`config.mk`:
```
export PLATFORM = sky130hd
export DESIGN_NAME = ccst_timer
export DESIGN_NICKNAME = d
export VERILOG_FILES = /design/src/hdl/ccst_pkg.sv /design/src/hdl/ccst_timer.sv
export SDC_FILE = /design/constraint.sdc
export NUM_CORES = 1
export LEC_CHECK = 0
export BUFFER_PORTS_ARGS = -buffer_cell sky130_fd_sc_hd__buf_2
export CORE_UTILIZATION = 56
export DETAILED_ROUTE_END_ITERATION = 10
export PLACE_DENSITY = 0.77
export SETUP_SLACK_MARGIN = 0.02
export SLEW_MARGIN = 20
export SYNTH_ARGS = -nofsm -noshare
export SYNTH_HDL_FRONTEND = slang
export SYNTH_SLANG_ARGS = --single-unit
```
`constraint.sdc`:
```
create_clock -name i_clk -period 3.84 [get_ports i_clk]
set_clock_uncertainty 0.15 [all_clocks]
set_input_delay 0.768 -clock i_clk [delete_from_list [all_inputs] [get_ports i_clk]]
set_output_delay 0.768 -clock i_clk [all_outputs]
set_load 0.05 [all_outputs]
```
`src/hdl/ccst_pkg.sv`:
```
// How it works
// - Every count and output derives from the 9600 Hz reference clock.
// - Each output is a decode of counter stages along the chain.
// - A prepare pulse runs 8 s of prepare/expose/delay, then 150 s read.
// - After readout hold indefinitely until the next prepare pulse.
// - Power reset presets the final counter mid-readout and holds it.
// - On release a 48 s partial readout runs, then hold.
// - Reread and 22 s short read inputs exist for test only.
// - Final 10-stage binary divider feeds the vertical sweep converter.
// - Gated 4800 Hz output triggers the video sampling one-shot.
// - A 2400 Hz square wave syncs the supply chopper between samples.
// - A separate 2400 Hz square wave is the modulator carrier.
// - During the interval emit a 300 Hz tone and phasing pulses.
// - Video switch timing selects tone, phasing and white clamp.
// - Interval period signal is high for the whole 8 s interval.
// - Two shutter pulses open and close the shutter within the exposure.
// - A 5 percent horizontal sync and matching clamp timing.
// - Grid regulator, mesh, target relays and lamp switch in interval.
// - A cathode pulse supplies the tube sampling input.
// - Interval splits into 5 s prepare, 1 s expose, 2 s delay.
// - First shutter at 5.500 s, second 25 ms after the first.
package ccst_pkg;

  localparam int REF_HZ    = 9600;
  localparam int LINE_HZ   = 4;
  localparam int PRE_W     = 5;
  localparam int SWEEP_W   = 10;
  localparam int IVL_W     = 17;

  // Times in their own units
  localparam int IVL_MS    = 8000;
  localparam int PREP_MS   = 5000;
  localparam int EXP_MS    = 1000;
  localparam int SHUT1_MS  = 5500;
  localparam int SHGAP_MS  = 25;
  localparam int SHWID_MS  = 10;
  localparam int READ_S    = 150;
  localparam int WARM_S    = 48;
  localparam int SHORT_S   = 22;
  localparam int HSYNC_PCT = 5;

  // Counts of reference ticks and of lines
  localparam logic [IVL_W-1:0] IVL_TICKS =
    IVL_W'(IVL_MS * REF_HZ / 1000);
  localparam logic [IVL_W-1:0] PREP_TICKS =
    IVL_W'(PREP_MS * REF_HZ / 1000);
  localparam logic [IVL_W-1:0] EXP_END =
    IVL_W'((PREP_MS + EXP_MS) * REF_HZ / 1000);
  localparam logic [IVL_W-1:0] SHUT1_TICKS =
    IVL_W'(SHUT1_MS * REF_HZ / 1000);
  localparam logic [IVL_W-1:0] SHUT2_TICKS =
    IVL_W'((SHUT1_MS + SHGAP_MS) * REF_HZ / 1000);
  localparam logic [IVL_W-1:0] SHWID_TICKS =
    IVL_W'(SHWID_MS * REF_HZ / 1000);
  localparam logic [6:0] LINE_DIV =
    7'(REF_HZ / (1 << PRE_W) / LINE_HZ);
  localparam logic [11:0] HSYNC_TICKS =
    12'(REF_HZ / LINE_HZ * HSYNC_PCT / 100);
  localparam logic [SWEEP_W-1:0] READ_LINES =
    SWEEP_W'(READ_S * LINE_HZ);
  localparam logic [SWEEP_W-1:0] SHORT_LINES =
    SWEEP_W'(SHORT_S * LINE_HZ);
  localparam logic [SWEEP_W-1:0] WARM_PRESET =
    SWEEP_W'((READ_S - WARM_S) * LINE_HZ);

  // Gray codes along hold, interval, read
  typedef enum logic [1:0] {
    ST_HOLD = 2'b00,
    ST_IVL  = 2'b01,
    ST_READ = 2'b11,
    ST_WARM = 2'b10
  } ccst_state_t;

endpackage

```
`src/hdl/ccst_timer.sv`:
```
`timescale 1ns/1ps
`default_nettype none
module ccst_timer
  import ccst_pkg::*;
(
  input  wire logic               i_clk,
  input  wire logic               i_rstn,
  input  wire logic               i_ref_clk,
  input  wire logic               i_prepare,
  input  wire logic               i_power_rst,
  input  wire logic               i_reread,
  input  wire logic               i_short_read,
  output logic                    o_gated_4800,
  output logic                    o_cathode_pulse,
  output logic                    o_hsync,
  output logic                    o_video_clamp,
  output logic                    o_shutter_open,
  output logic                    o_shutter_close,
  output logic                    o_target_lamp,
  output logic                    o_white_clamp,
  output logic                    o_video_switch,
  output logic                    o_control_grid_regulator,
  output logic                    o_mesh_relay,
  output logic                    o_target_relay,
  output logic                    o_chopper_sync,
  output logic                    o_mod_carrier,
  output logic                    o_interval_period_signal,
  output logic                    o_hold,
  output logic [SWEEP_W-1:0]      o_sweep
);

  logic               ref_prev_reg;
  logic               tick;
  logic [PRE_W-1:0]   pre_reg;
  logic               pre_wrap;
  logic [6:0]         mid_reg;
  logic               line_tick;
  logic [11:0]        lpos;
  logic               hsync;
  ccst_state_t        state_reg;
  logic               pend_reg;
  logic               start;
  logic [IVL_W-1:0]   ivl_reg;
  logic [SWEEP_W-1:0] sweep_reg;
  logic [SWEEP_W-1:0] read_end;
  logic               read_done;
  logic               in_ivl;
  logic               in_read;
  logic               prep;
  logic               expo;
  logic               shut1;
  logic               shut2;

  // Position within one horizontal line in reference ticks
  function automatic logic [11:0] line_pos(
    input logic [6:0]       mid,
    input logic [PRE_W-1:0] pre
  );
    line_pos = {mid, pre};
  endfunction

  // True while a count sits inside a window starting at base
  function automatic logic in_win(
    input logic [IVL_W-1:0] cnt,
    input logic [IVL_W-1:0] base,
    input logic [IVL_W-1:0] len
  );
    in_win = (cnt >= base) && (cnt < IVL_W'(base + len));
  endfunction

  // Reference edge becomes a one-cycle enable
  always_ff @(posedge i_clk) begin
    if (!i_rstn) begin
      // Starts high so a reference already high at release is no edge
      ref_prev_reg <= 1'b1;
    end else begin
      ref_prev_reg <= i_ref_clk;
    end
  end

  assign tick = i_ref_clk & ~ref_prev_reg;

  // First stages: 4800, 2400, 1200, 600, 300 Hz
  always_ff @(posedge i_clk) begin
    if (!i_rstn) begin
      pre_reg <= '0;
    end else if (tick) begin
      pre_reg <= pre_reg + 1'b1;
    end
  end

  assign pre_wrap = tick & (&pre_reg);

  // Line divider, 300 Hz down to the 4 Hz line rate
  always_ff @(posedge i_clk) begin
    if (!i_rstn) begin
      mid_reg <= '0;
    end else if (pre_wrap) begin
      if (mid_reg == LINE_DIV - 7'h01) begin
        mid_reg <= '0;
      end else begin
        mid_reg <= mid_reg + 7'h01;
      end
    end
  end

  assign line_tick = pre_wrap && (mid_reg == LINE_DIV - 7'h01);
  assign lpos      = line_pos(mid_reg, pre_reg);
  assign hsync     = lpos < HSYNC_TICKS;

  // Prepare waits for the next reference tick; ignored outside hold
  always_ff @(posedge i_clk) begin
    if (!i_rstn) begin
      pend_reg <= 1'b0;
    end else if (i_power_rst || state_reg != ST_HOLD) begin
      pend_reg <= 1'b0;
    end else if (i_prepare) begin
      pend_reg <= 1'b1;
    end else if (start) begin
      pend_reg <= 1'b0;
    end
  end

  assign start = (state_reg == ST_HOLD) && pend_reg && tick;

  // Short read is a test aid; normal flights leave it low
  assign read_end  = i_short_read ? SHORT_LINES : READ_LINES;
  assign read_done = line_tick &&
                     (SWEEP_W'(sweep_reg + 1'b1) >= read_end);

  // Cycle sequencer; power reset overrides everything
  always_ff @(posedge i_clk) begin
    if (!i_rstn) begin
      state_reg <= ST_HOLD;
    end else if (i_power_rst) begin
      state_reg <= ST_WARM;
    end else begin
      case (state_reg)
        ST_HOLD: begin
          if (start) begin
            state_reg <= ST_IVL;
          end else if (i_reread) begin
            state_reg <= ST_READ;
          end
        end
        ST_IVL: begin
          if (tick && ivl_reg == IVL_TICKS - 1'b1) begin
            state_reg <= ST_READ;
          end
        end
        ST_READ: begin
          if (read_done) begin
            state_reg <= ST_HOLD;
          end
        end
        default: begin
          state_reg <= ST_READ;
        end
      endcase
    end
  end

  // Interval counter in reference ticks, cleared outside it
  always_ff @(posedge i_clk) begin
    if (!i_rstn) begin
      ivl_reg <= '0;
    end else if (state_reg != ST_IVL) begin
      ivl_reg <= '0;
    end else if (tick) begin
      ivl_reg <= ivl_reg + 1'b1;
    end
  end

  // Final 10-stage divider, steps once per line during readout
  always_ff @(posedge i_clk) begin
    if (!i_rstn) begin
      sweep_reg <= '0;
    end else if (i_power_rst) begin
      sweep_reg <= WARM_PRESET;
    end else if (state_reg == ST_IVL) begin
      sweep_reg <= '0;
    end else if (state_reg == ST_HOLD && i_reread && !start) begin
      sweep_reg <= '0;
    end else if (state_reg == ST_READ && line_tick) begin
      sweep_reg <= sweep_reg + 1'b1;
    end
  end

  // Phase decodes of the state and the interval counter
  assign in_ivl  = state_reg == ST_IVL;
  assign in_read = state_reg == ST_READ;
  assign prep    = in_ivl && (ivl_reg < PREP_TICKS);
  assign expo    = in_ivl && (ivl_reg >= PREP_TICKS) &&
                   (ivl_reg < EXP_END);
  assign shut1   = in_ivl &&
                   in_win(ivl_reg, SHUT1_TICKS, SHWID_TICKS);
  assign shut2   = in_ivl &&
                   in_win(ivl_reg, SHUT2_TICKS, SHWID_TICKS);

  // Registered output decodes; one clock behind the counters
  always_ff @(posedge i_clk) begin
    if (!i_rstn) begin
      o_gated_4800             <= 1'b0;
      o_cathode_pulse          <= 1'b0;
      o_hsync                  <= 1'b0;
      o_video_clamp            <= 1'b0;
      o_shutter_open           <= 1'b0;
      o_shutter_close          <= 1'b0;
      o_target_lamp            <= 1'b0;
      o_white_clamp            <= 1'b0;
      o_video_switch           <= 1'b0;
      o_control_grid_regulator <= 1'b0;
      o_mesh_relay             <= 1'b0;
      o_target_relay           <= 1'b0;
      o_chopper_sync           <= 1'b0;
      o_mod_carrier            <= 1'b0;
      o_interval_period_signal <= 1'b0;
      o_hold                   <= 1'b1;
      o_sweep                  <= '0;
    end else begin
      // Sampling gated off during blanking
      o_gated_4800    <= in_read & pre_reg[0] & ~hsync;
      o_cathode_pulse <= in_read & (&pre_reg[1:0]);
      o_hsync         <= hsync;
      o_video_clamp   <= hsync & in_read;
      o_shutter_open  <= shut1;
      o_shutter_close <= shut2;
      o_target_lamp   <= prep;
      // Phasing rides on the sync slot, tone fills the rest
      o_white_clamp   <= in_ivl & (hsync | pre_reg[4]);
      o_video_switch  <= in_ivl | (in_read & hsync);
      o_control_grid_regulator <= prep | expo;
      o_mesh_relay    <= in_ivl;
      o_target_relay  <= prep;
      // Chopper edges land on falling 4800 Hz edges, away from samples
      o_chopper_sync  <= pre_reg[1];
      o_mod_carrier   <= pre_reg[1];
      o_interval_period_signal <= in_ivl;
      o_hold          <= state_reg == ST_HOLD;
      o_sweep         <= sweep_reg;
    end
  end
endmodule // ccst_timer
`default_nettype wire

```
==> results of run 1 <==
-- worst min path at each step --
stage | slack [ns] | cells past startpoint | end | startpoint
final | 0.34 | 2 | ivl_reg[0] | ivl_reg[0]
after global routing | 0.37 | 1 | o_control_grid_regulator | ivl_reg[16]
after CTS | 0.34 | 2 | ivl_reg[0] | ivl_reg[0]
after detailed placement | 0.33 | 2 | ivl_reg[0] | ivl_reg[0]
after global placement | 0.32 | 2 | ivl_reg[0] | ivl_reg[0]
after floorplan | 0.31 | 2 | ivl_reg[0] | ivl_reg[0]
-- layout by cell type (no fill, tap or decap), types with 2 or more instances in the layout --
| cell type | instances |
|---|---|
| dfxtp_1 | 66 |
| nor2_1 | 46 |
| nand2_1 | 33 |
| buf_2 | 32 |
| nand3_1 | 17 |
| xor2_1 | 17 |
| a21oi_1 | 15 |
| xnor2_1 | 13 |
| and2_1 | 11 |
| clkbuf_8 | 10 |
| inv_1 | 9 |
| and3_1 | 8 |
| ha_1 | 8 |
| nand2b_1 | 6 |
| nor3_1 | 6 |
| nand4_1 | 6 |
| o21ai_0 | 5 |
| nor2b_1 | 4 |
| nand3b_1 | 4 |
| a31oi_1 | 4 |
| and3b_1 | 3 |
| and4_1 | 3 |
| clkinvlp_4 | 3 |
| or3_1 | 2 |
| mux2i_1 | 2 |
| nor4_1 | 2 |
| o31a_1 | 2 |
| a211oi_1 | 2 |
| o21a_1 | 2 |
| clkinv_2 | 2 |
-- layout make-up --
cell class	count	area (um^2)	area share (%)
multi-input cells	239	1480	45.3
flip-flops and latches	66	1320	40.4
repair buffers	33	168	5.13
clock buffers	10	138	4.21
well taps	67	83.8	2.56
clock inverters	6	41.3	1.26
inverters	10	37.5	1.15
-- metal layers --
metal,routed length (um),part of all wire [%],GRT usage (%),vias to the layer above
met2,2760,48,37.9,51
met1,2610,45,29.0,1077
met4,149,2.6,15.0,0
li1,-,-,-,1178
met5,0,0,0,-
met3,244,4.2,4.74,16
-- where the power goes --
part           switching [W]  internal [W]  leakage, nW   total, W
Clock               0.000274      0.000251       0.0847   0.000526
Sequential         0.0000148      0.000699        0.536   0.000714
Combinational      0.0000660     0.0000271        0.678  0.0000931
-- through the flow --
stage,power (W),cells
finish,0.00133,431
floorplan,0.000799,328
CTS,0.00134,431
detailed placement,0.000822,415
global route,0.00139,431
global placement,0.000820,415
-- tightest hold or removal path, stage by stage, from the launching register on --
cell and delay (ns):
dfxtp_1 0.34, nand2_1 0.06, a21oi_1 0.05
-- logic make-up (layout without fill, tap and decap cells) --
group                    Yosys count  in the layout  synth area share (%)
adder cells (fa/ha/maj)            8              8                  3.44
AND/OR/NAND/NOR                  161            161                  29.3
buffers and inverters             23             59                  3.74
XOR/XNOR                          30             30                  9.02
multiplexers                       2              2                 0.688
AO/OA/AOI/OAI                     38             38                  8.47
flip-flops                        66             66                  45.4
==> qor.yml, run 1 <==
grt:
  grt.overflow.total: 0
  antenna_found_initial: 0
  grt_pass1_wl_mm: 9.66
  track_usage_pct: 23.6
  grt_max_degree: 23
  first_global_vias: 2170
setup_path:
  slowest_stage: "nor4_4"
  regToRegEndpoint: "sweep_reg[7]"
  reg2reg_depth: 8
  timing.rr.start: "pre_reg[0]"
  path_depth: 8
  cpPeakStageDelay_ns: 0.66
  crit_buf_inv: 0
  path_max_fanout: 13
  cp_data_arrival_time_ns: 2.68
  crit_type: "reg -> reg"
  endpoint: "sweep_reg[7]"
  cp_top_family: "simple AND/OR/NAND/NOR gates"
  regToRegSetupSlack_ns: 1.25
  worstSetupStartpoint: "pre_reg[0]"
  crit_chain: "ha_1, and3_1, ha_1, nand3b_1, nor4_4, nand2_1, and3_1, o31a_1"
  worst_setup_path_end_kind: "register"
  cp.required_ns: 3.92
  start_kind: "register"
placement:
  placed_area_um2: 3090
  port_buffers: 32
  gp_congestion: 0.818
  pre_cts_ws_ns: 1.22
  hpwl_mm: 4.00
clock_tree:
  ctsResizeCount: 0
  cts.htree.levels: 3
  root_buffer: "clkbuf_8"
  clock_latency_ns: 0.34
  cts_setup_buffers: 0
  cts_buffer_depth: 2
  cts.sinks: 66
  postCtsHoldBufs: 0
  cts_tree: "done"
  numCtsBuffers: 9
  cts.reportedPaths.clkPinSlew_ns: 0.08
route:
  drt_iter0_drc: 92
  ant_nets: 0
  avgRoutedWirePerCell_um: 13.4
  drt_wl_total_mm: 5.76
  num_vias: 2322
  via_per_inst: 5.39
  firstDrtPassIters: 5
  drcViolationCount: 0
finish:
  largest_reg_flops: 17
  drive_gt1_share_pct: 15.9
  final_nets: 374
  finalInstanceArea_um2: 3270
  antenna_cells: 0
  n_fill_cell: 402
  fin_util_pct: 67.5
  areaGrowthSynthToFinish_pct: 12.3
die:
  fp.dieH_um: 74.1
  start_util_pct: 60.1
  core_um2: 4850
  rows: 25
  pin_count: 33
  die_area_um2: 5490
  die_w_um: 74.1
synth:
  synth_most_common_cell: "dfxtp_1"
  async_flop_share_pct: 0
  yosysSeqAreaShare_pct: 45.4
  ys_types: 48
  yosysTopAreaCellShare_pct: 45.4
  synth_edf_count: 0
  ys_seq_elements: 66
  syn_inst: 328
  yosysWarnings: 0
  synth.area.top_cells: "dfxtp_1 (45%), nor2_1 (5.9%), xor2_1 (5.1%)"
  synth_top_area_cell: "dfxtp_1"
  synthesis.area_um2: 2910
  ys.flop_type: "dfxtp_1"
  syn_nets: 343
  synth.avg_cell_area_um2: 8.88
  synth_commonest_cells: "dfxtp_1 (66), nor2_1 (46), nand2_1 (33)"
sta:
  worstMarginPinSlew_ns: 0.677
  finalSetupViolCount: 0
  post-route-period-util_pct: 67.6
  max_freq_mhz: 385
  period_needed_ns: 2.59
  hold_violations: 0
  tns_ns: 0
  whs_ns: 0.338
  rsz0062_at_grt: "no"
  relSlewSlack_pct: 54.5
  final_max_slew_viol_count: 0
  fin_ws_ns: 1.25
pwr:
  p_leak_nw: 1.30
  ir_drop_mv: 0.204
  p_per_area_nw_per_um2: 407
worst_hold_path:
  hp-class: "reg -> reg"
status:
  status: "finished, final reports clean"
flow_run:
  cap_violations: 0
No activity file was read; power rests on OpenSTA's default activity.
==> run 2: changes to the inputs <==
--- a/config.mk
+++ b/config.mk
@@ -5,10 +5,11 @@
 export SDC_FILE = /design/constraint.sdc
 export NUM_CORES = 1
 export LEC_CHECK = 0
+export ABC_AREA = 1
 export BUFFER_PORTS_ARGS = -buffer_cell sky130_fd_sc_hd__buf_2
-export CORE_UTILIZATION = 56
+export CORE_UTILIZATION = 52
 export DETAILED_ROUTE_END_ITERATION = 10
-export PLACE_DENSITY = 0.77
+export PLACE_DENSITY = 0.75
 export SETUP_SLACK_MARGIN = 0.02
 export SLEW_MARGIN = 20
 export SYNTH_ARGS = -nofsm -noshare
==> constraint.sdc (replaced) <==
create_clock -name i_clk -period 2.2 [get_ports i_clk]
set_clock_uncertainty 0.15 [all_clocks]
set_input_delay 0.44 -clock i_clk [delete_from_list [all_inputs] [get_ports i_clk]]
set_output_delay 0.44 -clock i_clk [all_outputs]
set_load 0.05 [all_outputs]
==> run 2 against run 1 <==
- utilization is 1.3 points lower
- worst setup slack worse by 1.1 ns
- non-clock buffer count up 13
- combinational power increased by 100%
- cell count up 29%
- first-iteration DRC count is 110% higher
- register-to-register slack worse by 1.1 ns
- cell area increased by 13%
==> qor.yml, run 2 <==
status:
  status: "finished, final reports clean"  # unchanged
die:
  fp.dieH_um: 79.0  # was 74.1 um
  start_util_pct: 55.0  # was 60.1%
  rows: 27  # was 25
  pin_count: 33  # unchanged
  die_area_um2: 6240  # was 5490 um^2
  die_w_um: 79.0  # was 74.1 um
  core_um2: 5610  # was 4850 um^2
setup_path:
  cp.required_ns: 2.28  # was 3.92 ns
  cpPeakStageDelay_ns: 0.37  # was 0.66 ns
  start_kind: "register"  # unchanged
  cp_top_family: "simple AND/OR/NAND/NOR gates"  # unchanged
  crit_type: "reg -> reg"  # unchanged
  slowest_stage: "dfxtp_4"  # was nor4_4
  crit_chain: "nand2_1, nor2_2, nand4_1, xor2_1, inv_1, ha_4, inv_1, nor2_1, nand3_1, nand2_1, nand2_1, nand2_1, a21oi_1"  # was ha_1, and3_1, ha_1, nand3b_1, nor4_4, nand2_1, and3_1, o31a_1
  worst_setup_path_end_kind: "register"  # unchanged
  path_max_fanout: 6  # was 13
  crit_buf_inv: 2  # was 0
  crit_path_frequent_cell: "nand2_1"
  cp_data_arrival_time_ns: 2.17  # was 2.68 ns
placement:
  placed_area_um2: 3360  # was 3090 um^2
  gp_congestion: 0.884  # was 0.818
  port_buffers: 32  # unchanged
  hpwl_mm: 4.94  # was 4.00 mm
  pre_cts_ws_ns: 0.0331  # was 1.22 ns
clock_tree:
  clock_latency_ns: 0.35  # was 0.34 ns
  cts.htree.levels: 3  # unchanged
  root_buffer: "clkbuf_8"  # unchanged
  numCtsBuffers: 9  # unchanged
  cts_buffer_depth: 2  # unchanged
  cts.reportedPaths.clkPinSlew_ns: 0.07  # was 0.08 ns
  cts.sinks: 66  # unchanged
  postCtsHoldBufs: 0  # unchanged
  cts_tree: "done"  # unchanged
grt:
  track_usage_pct: 23.6  # about the same
  grt_max_degree: 16  # was 23
  first_global_vias: 2574  # was 2170
  grt_pass1_wl_mm: 11.5  # was 9.66 mm
  globalRouteMet2Util_pct: 37.0  # was 37.9%
  busiest_layer: "met2"  # unchanged
  grt.overflow.total: 0  # unchanged
  use_met1_pct: 31.6  # was 29.0%
  antenna_found_initial: 0  # unchanged
  grtUsageMet3_pct: 4.25  # was 4.74%
sta:
  final_max_slew_viol_count: 0  # unchanged
  post-route-period-util_pct: 94.9  # was 67.6%
  hold_violations: 0  # unchanged
  tns_ns: 0  # unchanged
  max_freq_mhz: 479  # was 385 MHz
  worstMarginPinSlew_ns: 0.460  # was 0.677 ns
  fin_ws_ns: 0.113  # was 1.25 ns
  finalSetupViolCount: 0  # unchanged
  relSlewSlack_pct: 69.2  # was 54.5%
  whs_ns: 0.139  # was 0.338 ns
  period_needed_ns: 2.09  # was 2.59 ns
synth:
  synthesis.area_um2: 3080  # was 2910 um^2
  ys.flop_type: "dfxtp_1"  # unchanged
  yosysWarnings: 0  # unchanged
  ys_types: 35  # was 48
  synth_most_common_cell: "nand2_1"  # was dfxtp_1
  ys_seq_elements: 66  # unchanged
  synth.avg_cell_area_um2: 7.14  # was 8.88 um^2
  yosysSeqAreaShare_pct: 42.8  # was 45.4%
  synth.area.top_cells: "dfxtp_1 (43%), nand2_1 (11%), inv_1 (8.4%)"  # was dfxtp_1 (45%), nor2_1 (5.9%), xor2_1 (5.1%)
  synth_commonest_cells: "nand2_1 (91), inv_1 (69), dfxtp_1 (66)"  # was dfxtp_1 (66), nor2_1 (46), nand2_1 (33)
  syn_nets: 447  # was 343
  synth_top_area_cell: "dfxtp_1"  # unchanged
  yosysTopAreaCellShare_pct: 42.8  # was 45.4%
  async_flop_share_pct: 0  # unchanged
  syn_inst: 432  # was 328
  synth_edf_count: 0  # unchanged
route:
  firstDrtPassIters: 6  # was 5
  drt_wl_total_mm: 7.05  # was 5.76 mm
  via_per_inst: 5.27  # was 5.39
  ant_nets: 0  # unchanged
  num_vias: 2936  # was 2322
  avgRoutedWirePerCell_um: 12.7  # was 13.4 um
  drt_iter0_drc: 192  # was 92
  drcViolationCount: 0  # unchanged
pwr:
  p_per_area_nw_per_um2: 720  # was 407 nW/um^2
  ir_drop_mv: 0.365  # was 0.204 mV
  p_leak_nw: 1.74  # was 1.30 nW
finish:
  layout_common_cells: "nand2_1 (88), inv_1 (66), dfxtp_1 (60)"  # was dfxtp_1 (66), nor2_1 (46), nand2_1 (33)
  drive_gt1_share_pct: 20.2  # was 15.9%
  fin_util_pct: 66.2  # was 67.5%
  final_nets: 496  # was 374
  largest_reg_flops: 17  # unchanged
  finalInstanceArea_um2: 3710  # was 3270 um^2
  areaGrowthSynthToFinish_pct: 20.3  # was 12.3%
  antenna_cells: 0  # unchanged
  final_common_cell: "nand2_1"  # was dfxtp_1
flow_run:
  cap_violations: 0  # unchanged
worst_hold_path:
  hp-class: "in -> reg"  # was reg -> reg
-- run 2: layout make-up --
class                   instances  area (um^2)
fillers                       480         1900
multi-input cells             285         1490
flip-flops and latches         66         1340
repair buffers                 46          278
inverters                      73          277
clock buffers                  10          138
clock inverters                 5          103
well taps                      72         90.1
-- run 2: path summary, 6_finish.rpt --
path | slack (ns) | start | end | cells past startpoint
setup / recovery | 0.11 | sweep_reg[6] | state_reg[0] | 13
hold / removal | 0.14 | i_ref_clk | ref_prev_reg | 3
setup reg to reg | 0.11 | sweep_reg[6] | state_reg[0] | 13
hold reg to reg | 0.31 | mid_reg[4] | mid_reg[5] | 1
-- run 2: power breakdown --
group	total, W	internal, W	switching (W)
Sequential	0.00123	0.00121	0.0000145
Combinational	0.000188	0.0000543	0.000134
Clock	0.00125	0.000776	0.000479
-- run 2: routing by layer --
metal | wire, um | up-vias
li1 | - | 1469
met1 | 3250 | 1353
met2 | 3300 | 98
met3 | 381 | 16
met4 | 122 | 0
met5 | 0 | -
-- run 2: repair_timing --
action | in CTS | in global routing
endpoints found under the setup margin | 5 | 15
buffers inserted | 0 | 5
pin swaps | 0 | 3
hold endpoints to repair | 0 | 0
cloned | 0 | 0
resized for setup | 3 | 25
-- run 2: per-stage QoR --
stage	total power, W	instances
2_1_floorplan	0.00139	432
3_3_place_gp	0.00144	537
3_5_place_dp	0.00144	537
4_1_cts	0.00267	552
5_1_grt	0.00274	557
6_report	0.00267	557
-- run 2: kinds of logic (layout without fill, tap and decap cells) --
kind of cell | after synthesis | count (layout) | share of synthesized area, %
adder cells (fa/ha/maj) | 8 | 8 | 3.25
XOR/XNOR | 7 | 7 | 1.99
flip-flops | 66 | 66 | 42.8
AO/OA/AOI/OAI | 57 | 57 | 9.98
buffers and inverters | 81 | 134 | 10.6
AND/OR/NAND/NOR | 213 | 213 | 31.4
-- run 2: worst min-delay path, cell delays in order --
cell and delay, ns:
buf_2 0.08, inv_2 0.04, nand2_1 0.04
==> run 3: changes to the inputs <==
--- a/config.mk
+++ b/config.mk
@@ -7,9 +7,9 @@
 export LEC_CHECK = 0
 export ABC_AREA = 1
 export BUFFER_PORTS_ARGS = -buffer_cell sky130_fd_sc_hd__buf_2
-export CORE_UTILIZATION = 52
+export CORE_UTILIZATION = 56
 export DETAILED_ROUTE_END_ITERATION = 10
-export PLACE_DENSITY = 0.75
+export PLACE_DENSITY_LB_ADDON = 0.3
 export SETUP_SLACK_MARGIN = 0.02
 export SLEW_MARGIN = 20
 export SYNTH_ARGS = -nofsm -noshare
==> constraint.sdc (replaced) <==
create_clock -name i_clk -period 2.5 [get_ports i_clk]
set_clock_uncertainty 0.15 [all_clocks]
set_input_delay 0.5 -clock i_clk [delete_from_list [all_inputs] [get_ports i_clk]]
set_output_delay 0.5 -clock i_clk [all_outputs]
set_load 0.05 [all_outputs]
==> run 3 against run 2 <==
- hold slack better by 0.065 ns
- wire length is 4.5% lower
- sequential cell count did not move
- first-iteration DRC count shrank 9.9%
- utilization rose by 2.3 points
- die area down 7.0%
- count of clock-buffer cells in the layout is the same
- total power shrank 12%
- clock power shrank 11%
- combinational power down 20%
- register-to-register slack gained 0.14 ns
- critical path depth is the same
==> qor.yml, run 3 (synthesis gave the netlist of run 2 again) <==
pwr:
  p_per_area_nw_per_um2: 660  # was 720 nW/um^2
  p_leak_nw: 1.68  # was 1.74 nW
  ir_drop_mv: 0.516  # was 0.365 mV
route:
  ant_nets: 0  # unchanged
  firstDrtPassIters: 5  # was 6
  num_vias: 2819  # was 2936
  drcViolationCount: 0  # unchanged
  drt_wl_total_mm: 6.73  # was 7.05 mm
  avgRoutedWirePerCell_um: 12.3  # was 12.7 um
  drt_iter0_drc: 173  # was 192
  via_per_inst: 5.16  # was 5.27
sta:
  rsz0062_at_grt: "no"
  period_needed_ns: 2.25  # was 2.09 ns
  final_max_slew_viol_count: 0  # unchanged
  worstMarginPinSlew_ns: 0.378  # was 0.460 ns
  max_freq_mhz: 445  # was 479 MHz
  finalSetupViolCount: 0  # unchanged
  relSlewSlack_pct: 74.7  # was 69.2%
  tns_ns: 0  # unchanged
  fin_ws_ns: 0.254  # was 0.113 ns
  post-route-period-util_pct: 89.9  # was 94.9%
  hold_violations: 0  # unchanged
clock_tree:
  cts.reportedPaths.clkPinSlew_ns: 0.07  # about the same
  clock_latency_ns: 0.34  # was 0.35 ns
  cts_buffer_depth: 2  # unchanged
  cts.sinks: 66  # unchanged
  cts.htree.levels: 3  # unchanged
  numCtsBuffers: 9  # unchanged
  root_buffer: "clkbuf_8"  # unchanged
  cts_tree: "done"  # unchanged
  postCtsHoldBufs: 0  # unchanged
finish:
  drive_gt1_share_pct: 14.5  # was 20.2%
  layout_common_cells: "nand2_1 (91), inv_1 (69), dfxtp_1 (65)"  # was nand2_1 (88), inv_1 (66), dfxtp_1 (60)
  final_cells: 546  # was 557
  fin_util_pct: 68.4  # was 66.2%
  final_common_cell: "nand2_1"  # unchanged
  antenna_cells: 0  # unchanged
  largest_reg_flops: 17  # unchanged
  areaGrowthSynthToFinish_pct: 15.5  # was 20.3%
  final_nets: 486  # was 496
  finalInstanceArea_um2: 3560  # was 3710 um^2
worst_hold_path:
  min_path_cells: 3  # unchanged
  hp-class: "in -> reg"  # unchanged
die:
  pin_count: 33  # unchanged
  die_area_um2: 5810  # was 6240 um^2
  fp.dieH_um: 76.2  # was 79.0 um
  start_util_pct: 59.3  # was 55.0%
  die_w_um: 76.2  # was 79.0 um
  core_um2: 5200  # was 5610 um^2
  rows: 26  # was 27
setup_path:
  cp.required_ns: 2.59  # was 2.28 ns
  path_depth: 13  # unchanged
  slowest_stage: "dfxtp_1"  # was dfxtp_4
  timing.rr.start: "sweep_reg[4]"  # was sweep_reg[6]
  reg2reg_depth: 13  # unchanged
  worst_setup_path_end_kind: "register"  # unchanged
  cpPeakStageDelay_ns: 0.44  # was 0.37 ns
  crit_type: "reg -> reg"  # unchanged
  endpoint: "state_reg[0]"  # unchanged
  path_max_fanout: 6  # unchanged
  cp_data_arrival_time_ns: 2.33  # was 2.17 ns
  regToRegSetupSlack_ns: 0.25  # was 0.11 ns
  regToRegEndpoint: "state_reg[0]"  # unchanged
  crit_chain: "nand2_1, nor2_1, nand4_1, xor2_1, inv_1, ha_1, inv_1, nor2_1, nand3_1, nand2_1, nand2_1, nand2_1, a21oi_1"  # was nand2_1, nor2_2, nand4_1, xor2_1, inv_1, ha_4, inv_1, nor2_1, nand3_1, nand2_1, nand2_1, nand2_1, a21oi_1
  crit_buf_inv: 2  # unchanged
  start_kind: "register"  # unchanged
  cp_top_family: "simple AND/OR/NAND/NOR gates"  # unchanged
  worstSetupStartpoint: "sweep_reg[4]"  # was sweep_reg[6]
  crit_path_frequent_cell: "nand2_1"  # unchanged
grt:
  grt.overflow.total: 0  # unchanged
  first_global_vias: 2604  # was 2574
  track_usage_pct: 25.0  # was 23.6%
  antenna_found_initial: 0  # unchanged
  grt_max_degree: 16  # unchanged
  grt_pass1_wl_mm: 11.4  # was 11.5 mm
placement:
  placed_area_um2: 3310  # was 3360 um^2
  hpwl_mm: 4.81  # was 4.94 mm
  pre_cts_ws_ns: 0.295  # was 0.0331 ns
  port_buffers: 32  # unchanged
  gp_congestion: 0.894  # was 0.884
  dp.cells: 530  # was 537
flow_run:
  cap_violations: 0  # unchanged
status:
  status: "finished, final reports clean"  # unchanged
[run 3: cell types whose count changed in the layout (fill, tap and decap cells not counted), sizes merged]
| cell | before | now |
|---|---|---|
| buf | 46 | 36 |
| clkinvlp | 1 | 2 |
[run 3: per-layer routing]
layer / wire length (um) / vias to the layer above / track usage [%]
li1: - / 1447 / -
met1: 3180 / 1265 / 32.5
met2: 2970 / 94 / 38.3
met3: 460 / 13 / 6.83
met4: 123 / 0 / 11.9
met5: 0 / - / 0
[run 3: worst min-delay path by stage]
| stage | start | to | slack (ns) |
|---|---|---|---|
| finish | i_ref_clk | ref_prev_reg | 0.20 |
| global route | i_ref_clk | ref_prev_reg | 0.20 |
| CTS | i_ref_clk | ref_prev_reg | 0.19 |
| detailed placement | sweep_reg[9] | o_sweep[9] | 0.30 |
| global placement | sweep_reg[9] | o_sweep[9] | 0.30 |
| floorplan | sweep_reg[9] | o_sweep[9] | 0.28 |
[run 3: report_power, final]
group          internal, W  total, W  switching, W
clock network     0.000691   0.00111      0.000421
registers          0.00107   0.00109     0.0000153
logic            0.0000406  0.000150      0.000110
total              0.00180   0.00235      0.000546
[run 3: metrics by stage]
step	total power (W)	hold WS (ns)
floorplan	0.00122	0.279
global route	0.00243	0.198
global placement	0.00126	0.299
finish	0.00235	0.204
CTS	0.00236	0.194
detailed placement	0.00126	0.296
[run 3: layout make-up]
class / instances / area [um^2]
Clock buffer: 10 / 138
Clock inverter: 6 / 114
Sequential cell: 66 / 1320
Fill cell: 435 / 1640
Multi-Input combinational cell: 285 / 1440
Tap cell: 70 / 87.6
Timing Repair Buffer: 36 / 190
Inverter: 73 / 274
[run 3: worst min-delay path: cells and delay by family]
family / cells / cell delay [ns]
simple gates: 1 / 0.04
buf+inv: 2 / 0.12
[run 3: timing repair]
action / in CTS / in global routing
buffers inserted: 0 / 0
gates resized for setup: 0 / 1
setup endpoints to repair: 0 / 1
endpoints found under the hold margin: 0 / 0
